## src/verilog/host_link_watchdog_regs.vh

```
// Constants for the host link watchdog and channel address mapper.
`ifndef HOST_LINK_WATCHDOG_REGS_VH
`define HOST_LINK_WATCHDOG_REGS_VH

// Clock rate in kHz and watchdog tick period in ms.
`define WDG_CLK_KHZ        100000
`define WDG_TICK_MS        100
// Cycles per 100 ms tick, derived from the figures above.
`define WDG_TICK_CYCLES    (`WDG_TICK_MS * `WDG_CLK_KHZ)
// Last prescaler count of a tick: the cycle count above less one, at prescaler width.
`define WDG_TICK_LAST      24'h98967F
// Saturation limit of the elapsed tick count.
`define WDG_ELAPSED_MAX    16'hFFFF
// Timeout reset value: 50 ticks of 100 ms.
`define WDG_TIMEOUT_RST    16'h0032
// Slot count and widths of the map.
`define MAP_SLOTS          8
`define MAP_SLOT_BITS      3
`define MAP_CH_BITS        4
`define MAP_ADDR_BITS      16
// Module type codes.
`define MTYPE_NONE         2'h0
`define MTYPE_WORD         2'h1
`define MTYPE_BIT          2'h2
// Digital safe modes.
`define DSAFE_HOLD         2'h0
`define DSAFE_OFF          2'h1
`define DSAFE_ON           2'h2
// Analog safe modes.
`define ASAFE_HOLD         2'h0
`define ASAFE_VALUE        2'h1
`define ASAFE_LOW          2'h2
`define ASAFE_HIGH         2'h3
// Data lengths.
`define LEN_WORD           16'h0010
`define LEN_BIT            16'h0001
`define ZERO16             16'h0000

`endif

```

## src/verilog/host_link_watchdog.v

```verilog
// Host link watchdog with safe-state output forcing and channel address lookup.
//
// Functional notes
// - Watchdog supervises host queries, off unless enabled.
// - Count 100 ms ticks; timeout forces safe outputs.
// - Timeout resets to 50 ticks, five seconds.
// - Safe state holds until host explicitly restores.
// - One digital safe mode per module: hold/on/off.
// - Addresses follow slot order and module type.
// - Map identical for every host link variant.
// - Every channel has word and coil address.
// - Word channels consecutive; bit address is word*16.
// - Bit channels share one word, bit=channel.
`timescale 1ns/1ps
`default_nettype none
`include "host_link_watchdog_regs.vh"

module host_link_watchdog (
  input  wire                               clk,           // 100 MHz clock.
  input  wire                               reset,         // Asynchronous, active high.
  input  wire                               wdg_enable,    // Watchdog switched on.
  input  wire                               query_valid,   // Pulse: addressed valid query.
  input  wire                               cfg_reset,     // Pulse: restore defaults.
  input  wire                               timeout_wr,    // Pulse: load new timeout.
  input  wire [15:0]                        timeout_in,    // New timeout in ticks.
  input  wire                               resume,        // Pulse: host restores outputs.
  input  wire [15:0]                        do_normal,     // Host digital outputs.
  input  wire [31:0]                        do_safe_mode,  // 2 bits per digital module.
  input  wire [31:0]                        ao_normal,     // Two 16-bit analog outputs.
  input  wire [3:0]                         ao_safe_mode,  // 2 bits per analog channel.
  input  wire [31:0]                        ao_safe_val,   // Configured safe values.
  input  wire [31:0]                        ao_low_lim,    // Low limits.
  input  wire [31:0]                        ao_high_lim,   // High limits.
  input  wire [2*`MAP_SLOTS-1:0]            slot_type,     // Installed module types.
  input  wire [`MAP_CH_BITS*`MAP_SLOTS-1:0] slot_chans,    // Channel count minus one.
  input  wire [`MAP_SLOT_BITS-1:0]          q_slot,        // Lookup slot.
  input  wire [`MAP_CH_BITS-1:0]            q_chan,        // Lookup channel.
  output reg  [15:0]                        do_out,        // Digital outputs.
  output reg  [31:0]                        ao_out,        // Analog outputs.
  output reg                                safe_active,   // Outputs forced safe.
  output reg  [15:0]                        timeout_q,     // Programmed timeout.
  output reg  [15:0]                        elapsed_q,     // Ticks since last query.
  output reg  [`MAP_ADDR_BITS-1:0]          word_addr_q,   // Looked-up register address.
  output reg  [`MAP_ADDR_BITS-1:0]          bit_addr_q,    // Looked-up coil address.
  output reg  [`MAP_ADDR_BITS-1:0]          data_len_q,    // Looked-up length.
  output reg  [3:0]                         bit_pos_q,     // Bit within word.
  output reg                                hit_q          // Lookup found a channel.
);

  ////////////////////////////////////////////////////////////////////////////////
  // Tick prescaler.

  // A tick is ten million cycles at 100 MHz, so a real timeout takes that many
  // cycles per unit; short checks rely on a zero timeout instead.
  localparam [23:0] TICK_LAST = `WDG_TICK_LAST;        // Last count of a tick.
  reg  [23:0] presc_q;                                 // Cycle counter within a tick.
  wire        tick = (presc_q == TICK_LAST);           // One-cycle tick pulse.

  // The prescaler restarts with each query so a tick is a full 100 ms after it.
  always @(posedge clk or posedge reset) begin
    if (reset) begin
      presc_q <= 24'h000000;
    end else if (query_valid || !wdg_enable || tick) begin
      presc_q <= 24'h000000;
    end else begin
      presc_q <= presc_q + 24'h000001;
    end
  end

  ////////////////////////////////////////////////////////////////////////////////
  // Timeout setting.

  // Default of 50 ticks comes back on reset and on a configuration reset.
  always @(posedge clk or posedge reset) begin
    if (reset) begin
      timeout_q <= `WDG_TIMEOUT_RST;
    end else if (cfg_reset) begin
      timeout_q <= `WDG_TIMEOUT_RST;
    end else if (timeout_wr) begin
      timeout_q <= timeout_in;
    end
  end

  ////////////////////////////////////////////////////////////////////////////////
  // Elapsed count and safe state.

  // Expiry is a level: it is true while enabled, not yet safe and the count sits at or past the limit,
  // so lowering the timeout below the count expires on the next edge.
  wire expire = wdg_enable && !safe_active && (elapsed_q >= timeout_q);

  // Elapsed ticks; a disabled watchdog keeps zero. Count saturates at all ones.
  always @(posedge clk or posedge reset) begin
    if (reset) begin
      elapsed_q <= `ZERO16;
    end else if (!wdg_enable || query_valid) begin
      elapsed_q <= `ZERO16;
    end else if (tick && elapsed_q != `WDG_ELAPSED_MAX) begin
      elapsed_q <= elapsed_q + 16'h0001;
    end
  end

  // Safe state is sticky; a query does not clear it, only an explicit resume.
  // Expiry wins over a resume in the same cycle so the timeout is never lost.
  always @(posedge clk or posedge reset) begin
    if (reset) begin
      safe_active <= 1'b0;
    end else if (expire) begin
      safe_active <= 1'b1;
    end else if (resume) begin
      safe_active <= 1'b0;
    end
  end

  ////////////////////////////////////////////////////////////////////////////////
  // Output forcing.

  // Digital safe value for one module's mode, given the last driven value.
  function dsafe;
    input [1:0] mode;
    input       last;
    begin
      case (mode)
        `DSAFE_OFF: dsafe = 1'b0;
        `DSAFE_ON:  dsafe = 1'b1;
        default:    dsafe = last;
      endcase
    end
  endfunction

  // Analog safe value for one channel.
  function [15:0] asafe;
    input [1:0]  mode;
    input [15:0] last;
    input [15:0] sv;
    input [15:0] lo;
    input [15:0] hi;
    begin
      case (mode)
        `ASAFE_VALUE: asafe = sv;
        `ASAFE_LOW:   asafe = lo;
        `ASAFE_HIGH:  asafe = hi;
        default:      asafe = last;
      endcase
    end
  endfunction

  // Safe values are worked out for every channel all the time, so that the
  // output registers below pick between two ready words in one place.
  wire [15:0] do_safe_bits;   // Safe value of each digital channel.
  wire [31:0] ao_safe_words;  // Safe value of each analog channel.

  // Digital channels: four per module, one shared mode per module.
  genvar i;
  generate
    for (i = 0; i < 16; i = i + 1) begin : g_do
      assign do_safe_bits[i] = dsafe(do_safe_mode[2*(i/4)+:2], do_out[i]);
    end
    // Analog channels, each with its own mode.
    for (i = 0; i < 2; i = i + 1) begin : g_ao
      assign ao_safe_words[16*i+:16] = asafe(ao_safe_mode[2*i+:2], ao_out[16*i+:16],
                                             ao_safe_val[16*i+:16], ao_low_lim[16*i+:16],
                                             ao_high_lim[16*i+:16]);
    end
  endgenerate

  // Outputs take their safe values on the expiry edge itself, not one cycle
  // later, and keep them while the safe state stands. A single process keeps
  // each output register with one driver.
  always @(posedge clk or posedge reset) begin
    if (reset) begin
      do_out <= `ZERO16;
      ao_out <= {`ZERO16, `ZERO16};
    end else if (safe_active || expire) begin
      // Hold mode feeds back the last driven value.
      do_out <= do_safe_bits;
      ao_out <= ao_safe_words;
    end else begin
      // Normal operation follows the host's values.
      do_out <= do_normal;
      ao_out <= ao_normal;
    end
  end

  ////////////////////////////////////////////////////////////////////////////////
  // Channel address lookup, registered.

  wire [`MAP_ADDR_BITS-1:0] m_word;  // Combinational word address.
  wire [`MAP_ADDR_BITS-1:0] m_bit;   // Combinational coil address.
  wire [`MAP_ADDR_BITS-1:0] m_len;   // Combinational length.
  wire [3:0]                m_pos;   // Combinational bit position.
  wire                      m_hit;   // Combinational hit.

  channel_addr_map u_map (
    .slot_type  (slot_type),
    .slot_chans (slot_chans),
    .q_slot     (q_slot),
    .q_chan     (q_chan),
    .word_addr  (m_word),
    .bit_addr   (m_bit),
    .data_len   (m_len),
    .bit_pos    (m_pos),
    .hit        (m_hit)
  );

  // One cycle of latency keeps the data outputs on flip-flops.
  always @(posedge clk or posedge reset) begin
    if (reset) begin
      word_addr_q <= `ZERO16;
      bit_addr_q  <= `ZERO16;
      data_len_q  <= `ZERO16;
      bit_pos_q   <= 4'h0;
      hit_q       <= 1'b0;
    end else begin
      word_addr_q <= m_word;
      bit_addr_q  <= m_bit;
      data_len_q  <= m_len;
      bit_pos_q   <= m_pos;
      hit_q       <= m_hit;
    end
  end

endmodule
`default_nettype wire

```

## src/verilog/channel_addr_map.v

```verilog
// Slot and channel to word and bit address mapper.
`timescale 1ns/1ps
`default_nettype none
`include "host_link_watchdog_regs.vh"

module channel_addr_map (
  input  wire [2*`MAP_SLOTS-1:0]            slot_type,  // Type of each slot, 2 bits per slot.
  input  wire [`MAP_CH_BITS*`MAP_SLOTS-1:0] slot_chans, // Channel count minus one per slot.
  input  wire [`MAP_SLOT_BITS-1:0]          q_slot,     // Slot to look up.
  input  wire [`MAP_CH_BITS-1:0]            q_chan,     // Channel within slot.
  output reg  [`MAP_ADDR_BITS-1:0]          word_addr,  // Register address.
  output reg  [`MAP_ADDR_BITS-1:0]          bit_addr,   // Coil address.
  output reg  [`MAP_ADDR_BITS-1:0]          data_len,   // Length in bits.
  output reg  [3:0]                         bit_pos,    // Bit inside the word.
  output reg                                hit         // Channel exists.
);

  // Words one slot takes: one per channel, or one shared word for bit modules.
  function [`MAP_ADDR_BITS-1:0] slot_words;
    input [1:0]               t;
    input [`MAP_CH_BITS-1:0]  n;
    begin
      if (t == `MTYPE_WORD) begin
        slot_words = {{(`MAP_ADDR_BITS-`MAP_CH_BITS){1'b0}}, n} + 16'h0001;
      end else if (t == `MTYPE_BIT) begin
        slot_words = 16'h0001;
      end else begin
        slot_words = `ZERO16;
      end
    end
  endfunction

  // Running base per slot, built in slot order.
  wire [`MAP_ADDR_BITS-1:0] base [0:`MAP_SLOTS];
  assign base[0] = `ZERO16;
  genvar g;
  generate
    for (g = 0; g < `MAP_SLOTS; g = g + 1) begin : g_base
      assign base[g+1] = base[g] + slot_words(slot_type[2*g+:2],
                                               slot_chans[`MAP_CH_BITS*g+:`MAP_CH_BITS]);
    end
  endgenerate

  // Lookup of one channel; the map depends only on the modules, not the host link.
  always @* begin
    word_addr = `ZERO16;
    bit_addr  = `ZERO16;
    data_len  = `ZERO16;
    bit_pos   = 4'h0;
    hit       = 1'b0;
    case (slot_type[2*q_slot+:2])
      `MTYPE_WORD: begin
        // Consecutive words, bit address is word times sixteen.
        hit       = (q_chan <= slot_chans[`MAP_CH_BITS*q_slot+:`MAP_CH_BITS]);
        word_addr = base[q_slot] + {{(`MAP_ADDR_BITS-`MAP_CH_BITS){1'b0}}, q_chan};
        bit_addr  = {word_addr[11:0], 4'h0};
        data_len  = `LEN_WORD;
      end
      `MTYPE_BIT: begin
        // Shared word, bit position equals the channel number.
        hit       = (q_chan <= slot_chans[`MAP_CH_BITS*q_slot+:`MAP_CH_BITS]);
        word_addr = base[q_slot];
        bit_pos   = q_chan;
        bit_addr  = {word_addr[11:0], q_chan};
        data_len  = `LEN_BIT;
      end
      default: begin
        // Empty slot maps nothing.
        hit = 1'b0;
      end
    endcase
  end

endmodule
`default_nettype wire

```

## config.mk

```make
export PLATFORM = sky130hd
export DESIGN_NAME = host_link_watchdog
export DESIGN_NICKNAME = d
export VERILOG_FILES = /design/src/verilog/host_link_watchdog.v /design/src/verilog/channel_addr_map.v
export VERILOG_INCLUDE_DIRS = /design/src /design/src/verilog
export SDC_FILE = /design/constraint.sdc
export NUM_CORES = 1
export LEC_CHECK = 0
export ABC_AREA = 1
export BUFFER_PORTS_ARGS = -buffer_cell sky130_fd_sc_hd__buf_2
export CAP_MARGIN = 15
export CORE_AREA = 4 4 149 151
export CTS_CLUSTER_SIZE = 8
export DETAILED_ROUTE_END_ITERATION = 8
export DIE_AREA = 0 0 153 155
export PLACE_DENSITY = 0.9
export SYNTH_ARGS = -nofsm -noshare
export SYNTH_HDL_FRONTEND = slang
export SYNTH_SLANG_ARGS = --single-unit
```

## constraint.sdc

```tcl
create_clock -name clk -period 8.47 [get_ports clk]
set_clock_uncertainty 0.1 [all_clocks]
set_input_delay 0.847 -clock clk [delete_from_list [all_inputs] [get_ports clk]]
set_output_delay 0.847 -clock clk [all_outputs]
set_load 0.03 [all_outputs]
```

# Word-level counts from Yosys, hierarchy flattened
# Index checks and enable logic that the tools add are counted.
# W data, S select, Z words.
# word_totals
ff_bits	158
input_bits	258
out_inout_bits	134
wordCells	130
# op_classes
n_addsub	18
order_cmp	3
n_eq_ne	40
shifts	2
mux	39
bitwise	1
reduce_logical	12
# op_table
op	count
$mux W16	15
$add A16 B16 Y16	7
$pmux W16 S3	2
$bmux W16 S4	1
$pmux W16 S2	2
$add A4 B1 Y5 const B	8
$eq A2 B2 Y1 const B	17
$mux W32	1
$shiftx A32 B6 Y4	1
$eq A2 B1 Y1 const B	15
$add A24 B1 Y24 const B	1
$eq A24 B24 Y1 const B	1
$mux W24	1
$add A16 B1 Y16 const B	1
$add A16 B4 Y16	1
$ge A16 B16 Y1	1
$ne A16 B16 Y1 const B	1
$shiftx A16 B5 Y2	1
$ne A3 B1 Y1 const B	4
$mux W1	11
$pmux W5 S2	1
$ne A4 B1 Y1 const B	2
$pmux W1 S2	4
$reduce_bool A2 Y1	3
other kinds (8)	13

# Depth between registers and ports, before layout
# logic_depth
ltp_word	15
mapped_depth	39
depth_no_buf	39

# By module
# From an unflattened synthesis, not the netlist that was laid out.
# unflattened
hier_cells	1563
area_unflattened_um2	11557.3
# by_module_without_submodules
mod	n_inst	cells_per_inst	area_each_um2	seq_area_each_um2
host_link_watchdog	1	942	7932.6	3957.5
channel_addr_map	1	621	3624.7	0.0

# Worst setup path after synthesis
# No wires, ideal clock.
# synth_timing
path_kind	input to register
from	input port slot_type[3]
to	register bit_addr_q[11]
t_arrival_ns	6.283
setup_slack_ns	2.010
path_stages	28
path_buffers	0
cell_sequence	inv_1 nand2_1 o21ai_0 ha_1 fa_1 fa_1 inv_1 fa_1 fa_1 fa_1 fa_1 o21ai_0 nand2_1 inv_1 o21ai_0 inv_1 ha_1 a21oi_1 nor2_1 nor2_1 nor2_1 o21ai_0 nor2_1 nand3_1 nand2_1 nand2_1 nand2_1 a21oi_1
# synth_between
elab_chain_cells	15
elab_cells_between_ends	19
classes_between	add/sub: 8; eq/ne: 4; shift: 1; mux: 6
# synth_lines
item	line	source
start, declared	host_link_watchdog.v:34	input wire [2*`MAP_SLOTS-1:0] slot_type,
$eq A2 B2 Y1 (no source line)	-	
$mux W1	channel_addr_map.v:25	end else if (t == `MTYPE_BIT) begin
$mux W16	channel_addr_map.v:23	if (t == `MTYPE_WORD) begin
$add A16 B16 Y16 (7 in series)	channel_addr_map.v:39	assign base[g+1] = base[g] + slot_words(slot_type[2*g+:2],
$bmux W16 S4	channel_addr_map.v:55, channel_addr_map.v:62	
$mux W16 (implied by the code) (2 in series)	channel_addr_map.v:55, channel_addr_map.v:62	
$add A16 B4 Y16	channel_addr_map.v:55	word_addr = base[q_slot] + {{(`MAP_ADDR_BITS-`MAP_CH_BITS){1'b0}}, q_chan};
$pmux W16 S2 *	channel_addr_map.v:51	case (slot_type[2*q_slot+:2])
named net m_bit[11]	host_link_watchdog.v:188	wire [`MAP_ADDR_BITS-1:0] m_bit;
end signal, assigned	host_link_watchdog.v:209	bit_addr_q <= `ZERO16;
end signal, assigned	host_link_watchdog.v:215	bit_addr_q <= m_bit;
end, declared	host_link_watchdog.v:44	output reg [`MAP_ADDR_BITS-1:0] bit_addr_q,
# The timed path passes the listed nets; every way through them passes the cells marked *. The select of a mux whose other input is x is not followed.
# A chain may end at the register's enable or synchronous reset.

# Final worst setup path
# Same ends and word-level chain as after synthesis.

==> metrics.yaml <==
status:
  outcome: "completed"
cells_and_area:
  drive_above_1_share_pct: 24.9
  multiInputGateArea_um2: 5720
  final_cell_mix: "349 x buf_2, 316 x nand2_1, 181 x inv_1"
  final_common_cell: "buf_2"
  syn_to_final_growth_pct: 24.1
  fill_cells: 1881
  instances_no_fill: 2006
  nNetsFinal: 2053
  fin_util_pct: 58.9
  ff_latch_area_um2: 3110
  insertedDiodeCount: 0
worst_setup_path:
  crit_type: "in -> reg"
  max_stage_delay_ns: 0.62
  cp-end-kind: "register"
  cp.arrival_ns: 7.08
  crit_path_max_fanout: 5
  rr_startpoint: "timeout_q[1]$_DFFE_PP1P_"
  worst_setup_path_start_kind: "primary input"
  worstRegToRegCells: 15
  crit_top_cell: "inv_1"
  cp.required_ns: 8.71
  timing.rr.end: "ao_out[24]$_DFFE_PP0P_"
  ff2ff_setup_slack_ns: 3.82
  cp_slowest_cell: "fa_1"
clock_network:
  clock-root-buffer: "clkbuf_16"
  postCtsHoldBufs: 0
  path_clk_slew_ns: 0.06
  clock_latency_ns: 0.41
  clock_path_buffers: 2
  cts_made_buffers: 17
  cts.sinks: 124
  cts_tree: "yes"
  cts_setup_buffers: 0
  cts_resized: 0
  htree_levels: 4
timing:
  drv_slew: 0
  min_period_ns: 6.84
  final_hold_viol_count: 0
  worst_slack_ns: 1.63
  rsz0062_at_grt: "no"
  fin_crit_sh_pct: 80.7
  max_freq_mhz: 146
  tns_ns: 0
  slew-limit-headroom_pct: 29.6
  max_slew.worst_pin.slew_ns: 1.05
  finalSetupViolCount: 0
drt:
  via_count: 10800
  drt_iter0_markers: 979
  dr.pass1.iters: 5
  detail_route.wl_per_cell_um: 15.7
  routed_via_density: 5.40
  wirelength_mm: 31.5
  drc_errors: 0
  ant_nets: 0
floorplan:
  ios: 392
  rows: 53
  die-area_um2: 23700
  fp.dieH_um: 155
  die_w_um: 153
  initial_core_util_pct: 47.5
  core_um2: 20800
logic_synthesis:
  synth.distinct_cells: 55
  synth_ff_type: "dfrtp_1"
  async_reset_ff_share_pct: 100
  ys_seq_elements: 124
  syn_area_per_cell_um2: 7.08
  synth_area_um2: 9890
  ys_seq_area_share_pct: 31.4
  synth_edf_count: 0
  syn_inst: 1398
  yosysWarnings: 0
hold_path:
  hold_path.class: "reg -> reg"
  hold_depth: 1
  min_to: "safe_active$_DFFE_PP0P_"
  hold_start: "safe_active$_DFFE_PP0P_"
grt:
  grt_max_degree: 75
  antenna_found_initial: 0
  grt-ovfl-total: 0
  first_global_vias: 10400
  grt_usage_pct: 25.5
  grt_pass1_wl_mm: 50.3
power_and_ir_drop:
  p_int_mw: 1.32
  p_sw_uw: 817
  power_leakage_nw: 6.48
  p_seq_share_pct: 31.5
  comb_power_share_pct: 35.7
  max-vdd-ir-drop_uv: 120
  clockPowerShare_pct: 32.8
  p_per_area_nw_per_um2: 174
  switching_share_pct: 38.2
placed_design:
  place_inst: 1972
  port_buffers: 349
  dp_hpwl_mm: 25.4
  dp_slack_ns: 1.30
  globalplace.congestion: 0.949
job:
  cap_violations: 0
-- registers in the layout (all words and copies together), names as in the netlist --
register and count:
bit_pos_q 1, ao_out 32, hit_q 1, bit_addr_q 14, timeout_q 16, do_out 16, word_addr_q 1, elapsed_q 16
safe_active 1, data_len_q 2, presc_q 24
-- worst max-delay path, delay by kind of cell --
family / cells / cell delay [ns]
compound gates: 8 / 1.47
xor+xnor: 4 / 0.82
fa+ha+maj: 7 / 2.78
buf+inv: 6 / 0.45
simple gates: 7 / 0.74
-- how the worst max path moves through the flow --
stage	start	end	slack, ns	cells after the start
final	slot_type[3]	bit_addr_q[11]$_DFF_PP0_	1.63	32
after global routing	slot_type[3]	bit_addr_q[11]$_DFF_PP0_	1.01	32
after CTS	slot_type[3]	bit_addr_q[12]$_DFF_PP0_	1.72	31
after detailed placement	slot_type[3]	bit_addr_q[11]$_DFF_PP0_	1.30	32
after global placement	slot_type[3]	bit_addr_q[11]$_DFF_PP0_	1.42	32
after floorplan	slot_type[3]	bit_addr_q[11]$_DFF_PP0_	2.01	28
-- layer usage --
layer / vias up / wire (um) / track usage (%)
met5: - / 0 / 0
met4: 0 / 901 / 9.16
met3: 77 / 2600 / 5.31
met2: 491 / 15200 / 43.1
met1: 5000 / 12800 / 32.6
li1: 5255 / - / -
-- final cells by class --
class	instances	share of cell area [%]
flip-flops and latches	124	25.3
repair buffers	354	14.6
clock inverters	13	1.06
well taps	275	2.80
multi-input cells	1026	46.6
clock buffers	19	3.61
inverters	195	5.98
-- kinds of logic (layout without fill, tap and decap cells) --
group / count (synthesis) / count (layout) / synth area share, %
buf+inv: 268 / 581 / 11.6
simple gates: 639 / 639 / 29.2
compound gates: 268 / 268 / 15.7
flops: 124 / 124 / 31.4
other cells: 1 / 21 / 0.0379
fa+ha+maj: 77 / 77 / 10.3
xor+xnor: 21 / 21 / 1.86
-- synth_stat cells (11+ instances only) --
library cell	instances	area share, %
nand2_1	317	12
inv_1	182	6.9
dfrtp_1	121	31
o21ai_0	104	5.3
nor2_1	103	3.9
nand3_1	90	4.6
a21oi_1	84	4.2
ha_1	70	8.9
nand4_1	36	2.3
buf_4	34	2.6
nor3_1	34	1.7
clkbuf_1	33	1.3
o211ai_1	25	1.9
xnor2_1	12	1.1
a31oi_1	11	0.70
-- stage by stage --
stage	hold slack (ns)	instance area, um2	power, mW
after global placement	0.347	11700	1.41
after detailed placement	0.355	11700	1.44
final	0.360	12300	2.14
after global routing	0.405	12300	2.28
after CTS	0.366	12200	2.15
after floorplan	0.333	9970	1.22
-- power groups by stage --
stage	Sequential [mW]	Combinational [mW]	Clock, mW
final	0.673	0.763	0.702
after global routing	0.679	0.849	0.749
after CTS	0.673	0.758	0.717
after detailed placement	0.683	0.754	0
after global placement	0.680	0.733	0
after floorplan	0.780	0.438	0
(Power assumes the default switching activity.)
